### config.mk
export PLATFORM = sky130hd
export DESIGN_NAME = scsi_selreg
export DESIGN_NICKNAME = d
export VERILOG_FILES = /design/src/scsi_selreg_pkg.sv /design/src/scsi_selreg.sv
export SDC_FILE = /design/constraint.sdc
export NUM_CORES = 1
export LEC_CHECK = 0
export BUFFER_PORTS_ARGS = -buffer_cell sky130_fd_sc_hd__buf_2
export CAP_MARGIN = 20
export CORE_MARGIN = 2
export CORE_UTILIZATION = 35
export CTS_BUF_LIST = sky130_fd_sc_hd__clkbuf_2
export DETAILED_ROUTE_END_ITERATION = 8
export GPL_TIMING_DRIVEN = 0
export HOLD_SLACK_MARGIN = 0.12
export SLEW_MARGIN = 20
export SYNTH_ARGS = -nofsm -noshare
export SYNTH_HDL_FRONTEND = slang
export SYNTH_SLANG_ARGS = --single-unit
### constraint.sdc
create_clock -name clk_in -period 2.6 [get_ports clk_in]
set_input_delay 0.52 -clock clk_in [delete_from_list [all_inputs] [get_ports clk_in]]
set_output_delay 0.52 -clock clk_in [all_outputs]
set_load 0.02 [all_outputs]
### src/scsi_selreg_pkg.sv
// constants shared by the selection-phase register bank
package scsi_selreg_pkg;

    // ------------------------------------------------------------------
    // timing
    // ------------------------------------------------------------------
    localparam int CLK_MHZ            = 20;
    localparam int CYC_PER_MS_PER_MHZ = 1000;
    localparam int TO_DIV_NORMAL      = 80;
    localparam int TO_NUM_SCAM        = 125;
    localparam int TO_DEN_SCAM        = 54;
    localparam int TO_DIV_SCAM_SEL    = 20;
    // one register unit = divisor / clk_mhz milliseconds
    localparam int UNIT_NORMAL_CYCLES = (TO_DIV_NORMAL * CYC_PER_MS_PER_MHZ * CLK_MHZ) / CLK_MHZ;
    localparam int UNIT_SCAM_CYCLES   = (TO_DEN_SCAM * CYC_PER_MS_PER_MHZ * CLK_MHZ) / (TO_NUM_SCAM * CLK_MHZ);
    localparam int UNIT_SEL_CYCLES    = (TO_DIV_SCAM_SEL * CYC_PER_MS_PER_MHZ * CLK_MHZ) / CLK_MHZ;
    localparam int PRESCALE_W         = 17;

    // ------------------------------------------------------------------
    // register addresses
    // ------------------------------------------------------------------
    localparam logic [4:0] ADDR_TIMEOUT   = 5'h02;
    localparam logic [4:0] ADDR_CDB_FIRST = 5'h03;
    localparam logic [4:0] ADDR_LUN       = 5'h0F;
    localparam logic [4:0] ADDR_PHASE     = 5'h10;
    localparam logic [4:0] ADDR_CTL_SNAP  = 5'h17;
    localparam logic [4:0] ADDR_DATA_SNAP = 5'h19;
    localparam int         CDB_COUNT      = 12;
    localparam int         IDX_FIRST      = 0;
    localparam int         IDX_STATUS     = 10;
    localparam int         IDX_COMPLETE   = 11;

    // ------------------------------------------------------------------
    // field positions and reset values
    // ------------------------------------------------------------------
    localparam int LUN_VALID_BIT = 7;
    localparam int LUN_DOK_BIT   = 6;
    localparam int LUN_TRN_BIT   = 5;
    localparam int MSG_IDENT_BIT = 7;
    localparam int PHASE_MSB     = 6;
    localparam logic [7:0] RST_BYTE = 8'h00;
    localparam logic [2:0] LUN_MASK = 3'h7;

    // ------------------------------------------------------------------
    // timer states
    // ------------------------------------------------------------------
    typedef enum logic [2:0] {
        TMR_IDLE = 3'b001,
        TMR_WAIT = 3'b010,
        TMR_HOLD = 3'b100
    } tmr_state_t;

endpackage

### src/scsi_selreg.sv
// selection time-out, command bytes, bus snapshots, unit identify and progress registers
//
// Operation
// - selection waits busy, ends on time-out
// - zero time-out waits forever, scam select ends at once
// - normal unit is 80 over clock MHz
// - scam-tolerant unit scaled 54 over 125
// - scam select holds value units minimum
// - command bytes sent and captured
// - soft reset loads revision into first byte
// - status and complete message from bytes
// - control snapshot busy..io, writes set phase
// - handshake bits depend on target role
// - data snapshot mirrors data lines
// - initiator read bus returns req-latched byte
// - scam transfer drives and stores data
// - select-transfer identify, status, reselection unit
// - received identify copied with valid, disconnect
// - target routine accepted only single-byte
// - reselect identify uses unit and routine
// - unit register layout fixed
// - progress records stages, sets resume point
// - progress code seven bits, top zero
`timescale 1ns/1ps
module scsi_selreg
    import scsi_selreg_pkg::*;
#(
    parameter int         UNIT_NORMAL = scsi_selreg_pkg::UNIT_NORMAL_CYCLES,
    parameter int         UNIT_SEL    = scsi_selreg_pkg::UNIT_SEL_CYCLES,
    parameter logic [7:0] UCODE_REV   = 8'h5A  // arbitrary value
)(
    // clock and reset
    input  wire logic       clk_in,
    input  wire logic       rst_n_in,
    // host register port
    input  wire logic [4:0] reg_addr_in,
    input  wire logic       reg_wr_in,
    input  wire logic       reg_rd_in,
    input  wire logic [7:0] reg_wdata_in,
    output logic      [7:0] reg_rdata_out,
    // scsi bus pins, active low
    input  wire logic       bsy_n_in,
    input  wire logic       sel_n_in,
    input  wire logic       req_n_in,
    input  wire logic       ack_n_in,
    input  wire logic       atn_n_in,
    input  wire logic       msg_n_in,
    input  wire logic       cd_n_in,
    input  wire logic       io_n_in,
    input  wire logic [7:0] data_n_in,
    // sequencer: selection timer
    input  wire logic       sel_start_in,
    input  wire logic       scam_select_in,
    input  wire logic       scam_tolerant_in,
    input  wire logic       sel_abort_in,
    output logic            sel_response_out,
    output logic            sel_timeout_out,
    output logic            scam_hold_done_out,
    output logic            sel_busy_out,
    // sequencer: command bytes
    input  wire logic       soft_reset_in,
    input  wire logic       extended_en_in,
    input  wire logic       cdb_wr_in,
    input  wire logic [3:0] cdb_idx_in,
    input  wire logic [7:0] cdb_wdata_in,
    output logic      [7:0] cdb_rdata_out,
    output logic      [7:0] status_byte_out,
    output logic      [7:0] complete_sel_out,
    // sequencer: bus snapshots
    input  wire logic       low_level_done_in,
    input  wire logic       target_or_scam_in,
    input  wire logic       initiator_in,
    input  wire logic       read_bus_cmd_in,
    input  wire logic       req_out_state_in,
    input  wire logic       ack_out_state_in,
    input  wire logic       req_latch_in,
    input  wire logic       scam_latch_in,
    output logic      [7:0] ctl_snap_out,
    output logic      [7:0] data_drive_out,
    // sequencer: unit identify
    input  wire logic       sat_status_wr_in,
    input  wire logic [7:0] sat_status_in,
    input  wire logic       resel_unexp_in,
    input  wire logic [7:0] resel_msg_in,
    input  wire logic       wsr_ident_in,
    input  wire logic [7:0] wsr_msg_in,
    input  wire logic       single_byte_in,
    output logic      [7:0] sat_identify_out,
    output logic      [7:0] resel_identify_out,
    output logic            ident_rejected_out,
    // sequencer: progress
    input  wire logic       progress_wr_in,
    input  wire logic [6:0] progress_in,
    output logic      [6:0] resume_point_out
);
    import scsi_selreg_pkg::*;

    // ------------------------------------------------------------------
    // pin synchronisers
    // ------------------------------------------------------------------
    logic [7:0] ctl_s1_r, ctl_s2_r, dat_s1_r, dat_s2_r;

    always_ff @(posedge clk_in)
    begin
        if (!rst_n_in)
        begin
            ctl_s1_r <= RST_BYTE;
            ctl_s2_r <= RST_BYTE;
            dat_s1_r <= RST_BYTE;
            dat_s2_r <= RST_BYTE;
        end
        else
        begin
            // asserted = one: bsy sel req ack atn msg cd io
            ctl_s1_r <= ~{bsy_n_in, sel_n_in, req_n_in, ack_n_in, atn_n_in, msg_n_in, cd_n_in, io_n_in};
            ctl_s2_r <= ctl_s1_r;
            dat_s1_r <= ~data_n_in;
            dat_s2_r <= dat_s1_r;
        end
    end

    wire bsy_s = ctl_s2_r[7];

    // ------------------------------------------------------------------
    // selection / reselection timer
    // ------------------------------------------------------------------
    tmr_state_t            st_r, st_nxt;
    logic [PRESCALE_W-1:0] pre_r, pre_nxt, pre_lim_r, pre_lim_nxt;
    logic [7:0]            units_r, units_nxt;
    logic                  resp_r, resp_nxt, to_r, to_nxt, hold_r, hold_nxt, busy_r, busy_nxt;
    logic [7:0]            timeout_r;

    always_comb
    begin
        st_nxt      = st_r;
        pre_nxt     = pre_r;
        pre_lim_nxt = pre_lim_r;
        units_nxt   = units_r;
        resp_nxt    = 1'b0;
        to_nxt      = 1'b0;
        hold_nxt    = 1'b0;
        if (st_r != TMR_IDLE)
        begin
            if (pre_r == pre_lim_r)
            begin
                pre_nxt = '0;
                if (units_r != 8'hFF)
                    units_nxt = units_r + 8'h01;
            end
            else
                pre_nxt = pre_r + {{(PRESCALE_W-1){1'b0}}, 1'b1};
        end
        unique case (st_r)
            TMR_IDLE:
            begin
                if (sel_start_in)
                begin
                    pre_nxt   = '0;
                    units_nxt = 8'h00;
                    // unit lengths per mode
                    if (scam_select_in)
                    begin
                        st_nxt      = TMR_HOLD;
                        pre_lim_nxt = PRESCALE_W'(UNIT_SEL - 1);
                    end
                    else
                    begin
                        st_nxt      = TMR_WAIT;
                        pre_lim_nxt = scam_tolerant_in ? PRESCALE_W'(UNIT_SCAM_CYCLES - 1)
                                                       : PRESCALE_W'(UNIT_NORMAL - 1);
                    end
                end
            end
            TMR_WAIT:
            begin
                if (sel_abort_in)
                    st_nxt = TMR_IDLE;
                else if (bsy_s)
                begin
                    resp_nxt = 1'b1;
                    st_nxt   = TMR_IDLE;
                end
                else if (timeout_r != 8'h00 && units_r == timeout_r)
                begin
                    to_nxt = 1'b1;
                    st_nxt = TMR_IDLE;
                end
            end
            TMR_HOLD:
            begin
                // selection is held at least the programmed units
                if (sel_abort_in)
                    st_nxt = TMR_IDLE;
                else if (units_r >= timeout_r)
                begin
                    hold_nxt = 1'b1;
                    st_nxt   = TMR_IDLE;
                end
            end
            default:
                st_nxt = TMR_IDLE;
        endcase
        busy_nxt = (st_nxt != TMR_IDLE);
    end

    always_ff @(posedge clk_in)
    begin
        if (!rst_n_in)
        begin
            st_r      <= TMR_IDLE;
            pre_r     <= '0;
            pre_lim_r <= '0;
            units_r   <= 8'h00;
            resp_r    <= 1'b0;
            to_r      <= 1'b0;
            hold_r    <= 1'b0;
            busy_r    <= 1'b0;
        end
        else
        begin
            st_r      <= st_nxt;
            pre_r     <= pre_nxt;
            pre_lim_r <= pre_lim_nxt;
            units_r   <= units_nxt;
            resp_r    <= resp_nxt;
            to_r      <= to_nxt;
            hold_r    <= hold_nxt;
            busy_r    <= busy_nxt;
        end
    end

    // ------------------------------------------------------------------
    // register file
    // ------------------------------------------------------------------
    logic [7:0] timeout_nxt, ctl_r, ctl_nxt, dsnap_r, dsnap_nxt, lun_r, lun_nxt;
    logic [7:0] req_byte_r, req_byte_nxt, rdata_r, rdata_nxt;
    logic [6:0] phase_r, phase_nxt;
    logic [7:0] cdb_r [CDB_COUNT];
    logic [7:0] cdb_nxt [CDB_COUNT];
    logic [7:0] cdb_rd_r, cdb_rd_nxt;
    logic       rej_r, rej_nxt;

    function automatic logic hit_cdb(input logic [4:0] a, input int i);
        hit_cdb = (a == 5'(ADDR_CDB_FIRST + i));
    endfunction

    always_comb
    begin
        logic id_ok;
        id_ok        = 1'b0;
        timeout_nxt  = timeout_r;
        ctl_nxt      = ctl_r;
        dsnap_nxt    = dsnap_r;
        lun_nxt      = lun_r;
        phase_nxt    = phase_r;
        req_byte_nxt = req_byte_r;
        rej_nxt      = 1'b0;
        rdata_nxt    = rdata_r;
        cdb_nxt      = cdb_r;
        // host writes first; same-cycle sequencer updates below take precedence
        if (reg_wr_in)
        begin
            if (reg_addr_in == ADDR_TIMEOUT)   timeout_nxt = reg_wdata_in;
            if (reg_addr_in == ADDR_CTL_SNAP)  ctl_nxt     = reg_wdata_in;
            if (reg_addr_in == ADDR_DATA_SNAP) dsnap_nxt   = reg_wdata_in;
            if (reg_addr_in == ADDR_LUN)       lun_nxt     = reg_wdata_in & 8'hE7;
            if (reg_addr_in == ADDR_PHASE)     phase_nxt   = reg_wdata_in[PHASE_MSB:0];
            for (int i = 0; i < CDB_COUNT; i++)
                if (hit_cdb(reg_addr_in, i))
                    cdb_nxt[i] = reg_wdata_in;
        end
        // received command bytes captured
        if (cdb_wr_in && cdb_idx_in < 4'(CDB_COUNT))
            cdb_nxt[cdb_idx_in] = cdb_wdata_in;
        if (soft_reset_in && extended_en_in)
            cdb_nxt[IDX_FIRST] = UCODE_REV;
        cdb_rd_nxt = (cdb_idx_in < 4'(CDB_COUNT)) ? cdb_r[cdb_idx_in] : RST_BYTE;
        // latch inbound byte on each req pulse; outbound leaves it stale
        if (req_latch_in && ctl_s2_r[0])
            req_byte_nxt = dat_s2_r;
        if (low_level_done_in)
        begin
            // handshake bits swap meaning by role
            ctl_nxt = {ctl_s2_r[7:6],
                       target_or_scam_in ? ctl_s2_r[5] : ctl_s2_r[4],
                       target_or_scam_in ? ack_out_state_in : req_out_state_in,
                       ctl_s2_r[3:0]};
            dsnap_nxt = (read_bus_cmd_in && initiator_in) ? req_byte_r : dat_s2_r;
        end
        if (scam_latch_in)
            dsnap_nxt = dat_s2_r;
        // unit register updates
        if (sat_status_wr_in)
            lun_nxt = sat_status_in;
        if (resel_unexp_in && extended_en_in)
            lun_nxt = {2'b00, resel_msg_in[LUN_TRN_BIT], 2'b00, resel_msg_in[2:0]};
        if (wsr_ident_in)
        begin
            id_ok = wsr_msg_in[MSG_IDENT_BIT] && (!wsr_msg_in[LUN_TRN_BIT] || single_byte_in);
            rej_nxt = !id_ok;
            // copy of identify with valid and disconnect flags
            lun_nxt = {id_ok, id_ok & wsr_msg_in[LUN_DOK_BIT], wsr_msg_in[LUN_TRN_BIT] & id_ok,
                       2'b00, wsr_msg_in[2:0] & {3{id_ok}}};
        end
        if (progress_wr_in)
            phase_nxt = progress_in;
        // read mux, registered
        if (reg_rd_in)
        begin
            rdata_nxt = RST_BYTE;
            unique case (reg_addr_in)
                ADDR_TIMEOUT:   rdata_nxt = timeout_r;
                ADDR_CTL_SNAP:  rdata_nxt = ctl_r;
                ADDR_DATA_SNAP: rdata_nxt = dsnap_r;
                ADDR_LUN:       rdata_nxt = lun_r;
                ADDR_PHASE:     rdata_nxt = {1'b0, phase_r};
                default:
                    for (int i = 0; i < CDB_COUNT; i++)
                        if (hit_cdb(reg_addr_in, i))
                            rdata_nxt = cdb_r[i];
            endcase
        end
    end

    always_ff @(posedge clk_in)
    begin
        if (!rst_n_in)
        begin
            timeout_r  <= RST_BYTE;
            ctl_r      <= RST_BYTE;
            dsnap_r    <= RST_BYTE;
            lun_r      <= RST_BYTE;
            phase_r    <= '0;
            req_byte_r <= RST_BYTE;
            rej_r      <= 1'b0;
            rdata_r    <= RST_BYTE;
            cdb_rd_r   <= RST_BYTE;
            for (int i = 0; i < CDB_COUNT; i++)
                cdb_r[i] <= RST_BYTE;
        end
        else
        begin
            timeout_r  <= timeout_nxt;
            ctl_r      <= ctl_nxt;
            dsnap_r    <= dsnap_nxt;
            lun_r      <= lun_nxt;
            phase_r    <= phase_nxt;
            req_byte_r <= req_byte_nxt;
            rej_r      <= rej_nxt;
            rdata_r    <= rdata_nxt;
            cdb_rd_r   <= cdb_rd_nxt;
            cdb_r      <= cdb_nxt;
        end
    end

    // ------------------------------------------------------------------
    // outputs, all straight from flops
    // ------------------------------------------------------------------
    assign reg_rdata_out      = rdata_r;
    assign sel_response_out   = resp_r;
    assign sel_timeout_out    = to_r;
    assign scam_hold_done_out = hold_r;
    assign sel_busy_out       = busy_r;
    assign cdb_rdata_out      = cdb_rd_r;
    assign status_byte_out    = cdb_r[IDX_STATUS];
    assign complete_sel_out   = cdb_r[IDX_COMPLETE];
    assign ctl_snap_out       = ctl_r;
    assign data_drive_out     = dsnap_r;
    // host is expected to leave valid clear before select-and-transfer
    assign sat_identify_out   = {1'b1, lun_r[LUN_DOK_BIT], lun_r[LUN_TRN_BIT], 2'b00, lun_r[2:0]};
    assign resel_identify_out = {1'b1, 1'b0, lun_r[LUN_TRN_BIT], 2'b00, lun_r[2:0] & LUN_MASK};
    assign ident_rejected_out = rej_r;
    assign resume_point_out   = phase_r;

endmodule

==> results.sh <==
export IMPL_status="finished, final reports clean"
export IMPL_syn_to_final_growth_pct=23.2
export IMPL_fin_util_pct=43.9
export IMPL_fin_tns_setup_ps=0
export IMPL_critPathKind="input port to flip-flop"
export IMPL_synth_cell_types=72
export IMPL_period_minus_slack_ps=2520
export IMPL_finalClockSkew_ps=131
export IMPL_via_count=13100
export IMPL_ys_warn_count=0
export IMPL_path_clk_slew_ps=100
export IMPL_grt_overflow_total=0
export IMPL_worst_ep_required_time_ps=3600
export IMPL_initial_utilization_pct=35.6
export IMPL_grt_pass1_wl_um=77700
export IMPL_cts_tree="yes"
export IMPL_wl_met2_um=23500
export IMPL_post_route_period_util_pct=96.8
export IMPL_rsz0062_at_grt="false"
export IMPL_rows=68
export IMPL_hold_path_end="cdb_r[91]"
export IMPL_fin_total_pwr_uw=7500
export IMPL_relSlewSlack_pct=25.2
export IMPL_io_buffers=145
export IMPL_grt_max_degree=18
export IMPL_r2r_end="pre_r[7]"
export IMPL_cts_setup_buffers=0
export IMPL_viasPerCell=5.83
export IMPL_tightest_slew_ps=1120
export IMPL_gp_congestion=1.00
export IMPL_wl_met1_um=22500
export IMPL_cap_violations=0
export IMPL_antenna_found_initial=2
export IMPL_dp_cells=2048
export IMPL_hold_violations=0
export IMPL_routed_top_layer="met4"
export IMPL_cts_made_buffers=60
export IMPL_ys_async_sr_fraction_pct=0
export IMPL_hold_class="input port to flip-flop"
export IMPL_reg2reg_depth=8
export IMPL_clock_path_buffers=3
export IMPL_instances_no_fill=2253
export IMPL_max_freq_mhz=397
export IMPL_post_drt_wl_per_cell_um=23.4
export IMPL_drv_slew=0
export IMPL_min_path_cells=3
export IMPL_dp_hpwl_um=37700
export IMPL_drt_iter0_markers=1381
export IMPL_synth_seq_cells=230
export IMPL_antenna_left=0
export IMPL_grt_pass1_vias=12600
export IMPL_wl_met3_um=4370
export IMPL_yosys_area_top_type_share_pct=37.2
export IMPL_synth_edf_count=0
export IMPL_arrival_ps=3510
export IMPL_finalNetCount=1862
export IMPL_drc_errors=0
export IMPL_cts_sinks=230
export IMPL_crit_fanout=10
export IMPL_power_leakage_uw=0.00663
export IMPL_wl_um=52600
export IMPL_coreArea_um2=34700
export IMPL_drtPass1Iterations=8
export IMPL_syn_area_per_cell_um2=8.58
export IMPL_die_y_um=192
export IMPL_ir_drop_mv=0.356
export IMPL_chipWidth_um=192
export IMPL_crit_reg2reg_launch="pre_r[6]"
export IMPL_synth_top_cells_by_area="dfxtp_1 (37%), mux2i_1 (9.2%), a211oi_1 (6.6%), nor2_1 (6.0%), mux4_2 (4.4%)"
export IMPL_ys_seq_area_share_pct=37.2
export IMPL_grt_usage_pct=28.3
export IMPL_ios=172
export IMPL_endpoint_kind="flip-flop"
export IMPL_die_area_um2=36900
export IMPL_syn_inst=1443
export IMPL_synth_flop_cell="dfxtp_1"
export IMPL_drive_gt1_share_pct=18.5
export IMPL_worstSkewPairLatency_ps=1050
export IMPL_synth_top_area_cell="dfxtp_1"
export IMPL_startpoint_type="input port"
export IMPL_synth_most_common_cell="dfxtp_1"
export IMPL_syn_cell_area_um2=12400
export IMPL_worstHoldStart="soft_reset_in"
export IMPL_setup_viol=0
export IMPL_htree_levels=2
export IMPL_powerDensity_nw_per_um2=492
export IMPL_cts_root_buf="clkbuf_2"
export IMPL_regToRegSetupSlack_ps=130
export IMPL_yosys_top_cells_count="dfxtp_1 (230), nor2_1 (197), nand2_1 (115)"
==> worst max-delay path: stages <==
cell           delay [ps]
buf_2                 120
clkbuf_1              450
nand3b_1              410
nor2_2                490
nand2_1               350
mux2_2                310
nor2_1                 30
a211oi_1              220
dlygate4sd3_1         590
==> state kept, by name (all words and copies together) (netlist names), 8 cells and up <==
signal,flops
cdb_r,80
units_r,8
lun_r,8
status_byte_out,8
cdb_rdata_out,8
reg_rdata_out,8
complete_sel_out,8
req_byte_r,8
ctl_snap_out,8
dat_s1_r,8
ctl_s2_r,8
dat_s2_r,8
timeout_r,8
data_drive_out,8
ctl_s1_r,8
pre_r,17
==> layout by cell type (no fill, tap or decap), types with 56 or more instances in the layout <==
| cell type | n |
|---|---|
| dfxtp_1 | 230 |
| nor2_1 | 195 |
| buf_2 | 151 |
| nand2_1 | 115 |
| mux2i_1 | 114 |
| a211oi_1 | 108 |
| dlygate4sd3_1 | 102 |
| clkbuf_1 | 86 |
| clkbuf_2 | 83 |
| a21oi_1 | 82 |
| nand3_1 | 56 |
==> what timing repair did <==
| action | 4_1_cts | 5_1_grt |
|---|---|---|
| gates resized for setup | 0 | 9 |
| hold buffers | 102 | 0 |
| endpoints found under the setup margin | 0 | 12 |
| hold endpoints to repair | 107 | 0 |
==> layout make-up <==
cell class                      count  area (µm²)
Fill cell                        3552       19500
Multi-Input combinational cell   1058        7070
Sequential cell                   230        4600
Timing Repair Buffer              247        1750
Buffer                            137         666
Tap cell                          455         569
Clock buffer                       82         410
Clock inverter                     20        90.1
Inverter                           22        82.6
Antenna cell                        2        5.00
==> worst max path at each step <==
stage / start / endpoint
floorplan: reg_addr_in[0] / timeout_r[0]
global placement: reg_addr_in[2] / cdb_r[19]
detailed placement: reg_addr_in[2] / cdb_r[22]
CTS: pre_r[6] / units_r[2]
global route: reg_addr_in[1] / ctl_snap_out[4]
finish: reg_addr_in[1] / ctl_snap_out[4]
==> cell families after synthesis <==
group / after synthesis / synth area share, %
multiplexers: 153 / 15.0
other: 2 / 0.0607
adder cells (fa/ha/maj): 10 / 1.01
buffers and inverters: 160 / 6.07
AO/OA/AOI/OAI: 358 / 20.3
AND/OR/NAND/NOR: 519 / 19.6
XOR/XNOR: 11 / 0.779
flip-flops: 230 / 37.2
==> per-stage QoR <==
step	setup WS (ps)	instance area, µm²	hold WS (ps)
floorplan	276	12400	412
global placement	-832	13700	414
detailed placement	-699	13700	421
CTS	70.6	15200	152
global route	45.2	15200	204
finish	83.3	15200	248
==> metal layers <==
layer	GRT usage (%)	vias up
met5	0	-
met4	12.6	0
met3	5.76	130
met2	44.3	692
met1	37.5	6372
li1	-	5942
==> where the power goes <==
| group | internal (µW) | switching (µW) | leakage (µW) |
|---|---|---|---|
| clock network | 867 | 1570 | 0.000387 |
| registers | 3640 | 125 | 0.00187 |
| logic | 502 | 796 | 0.00437 |
| total | 5010 | 2490 | 0.00663 |
Note: power is estimated with default switching activity, not from simulation.
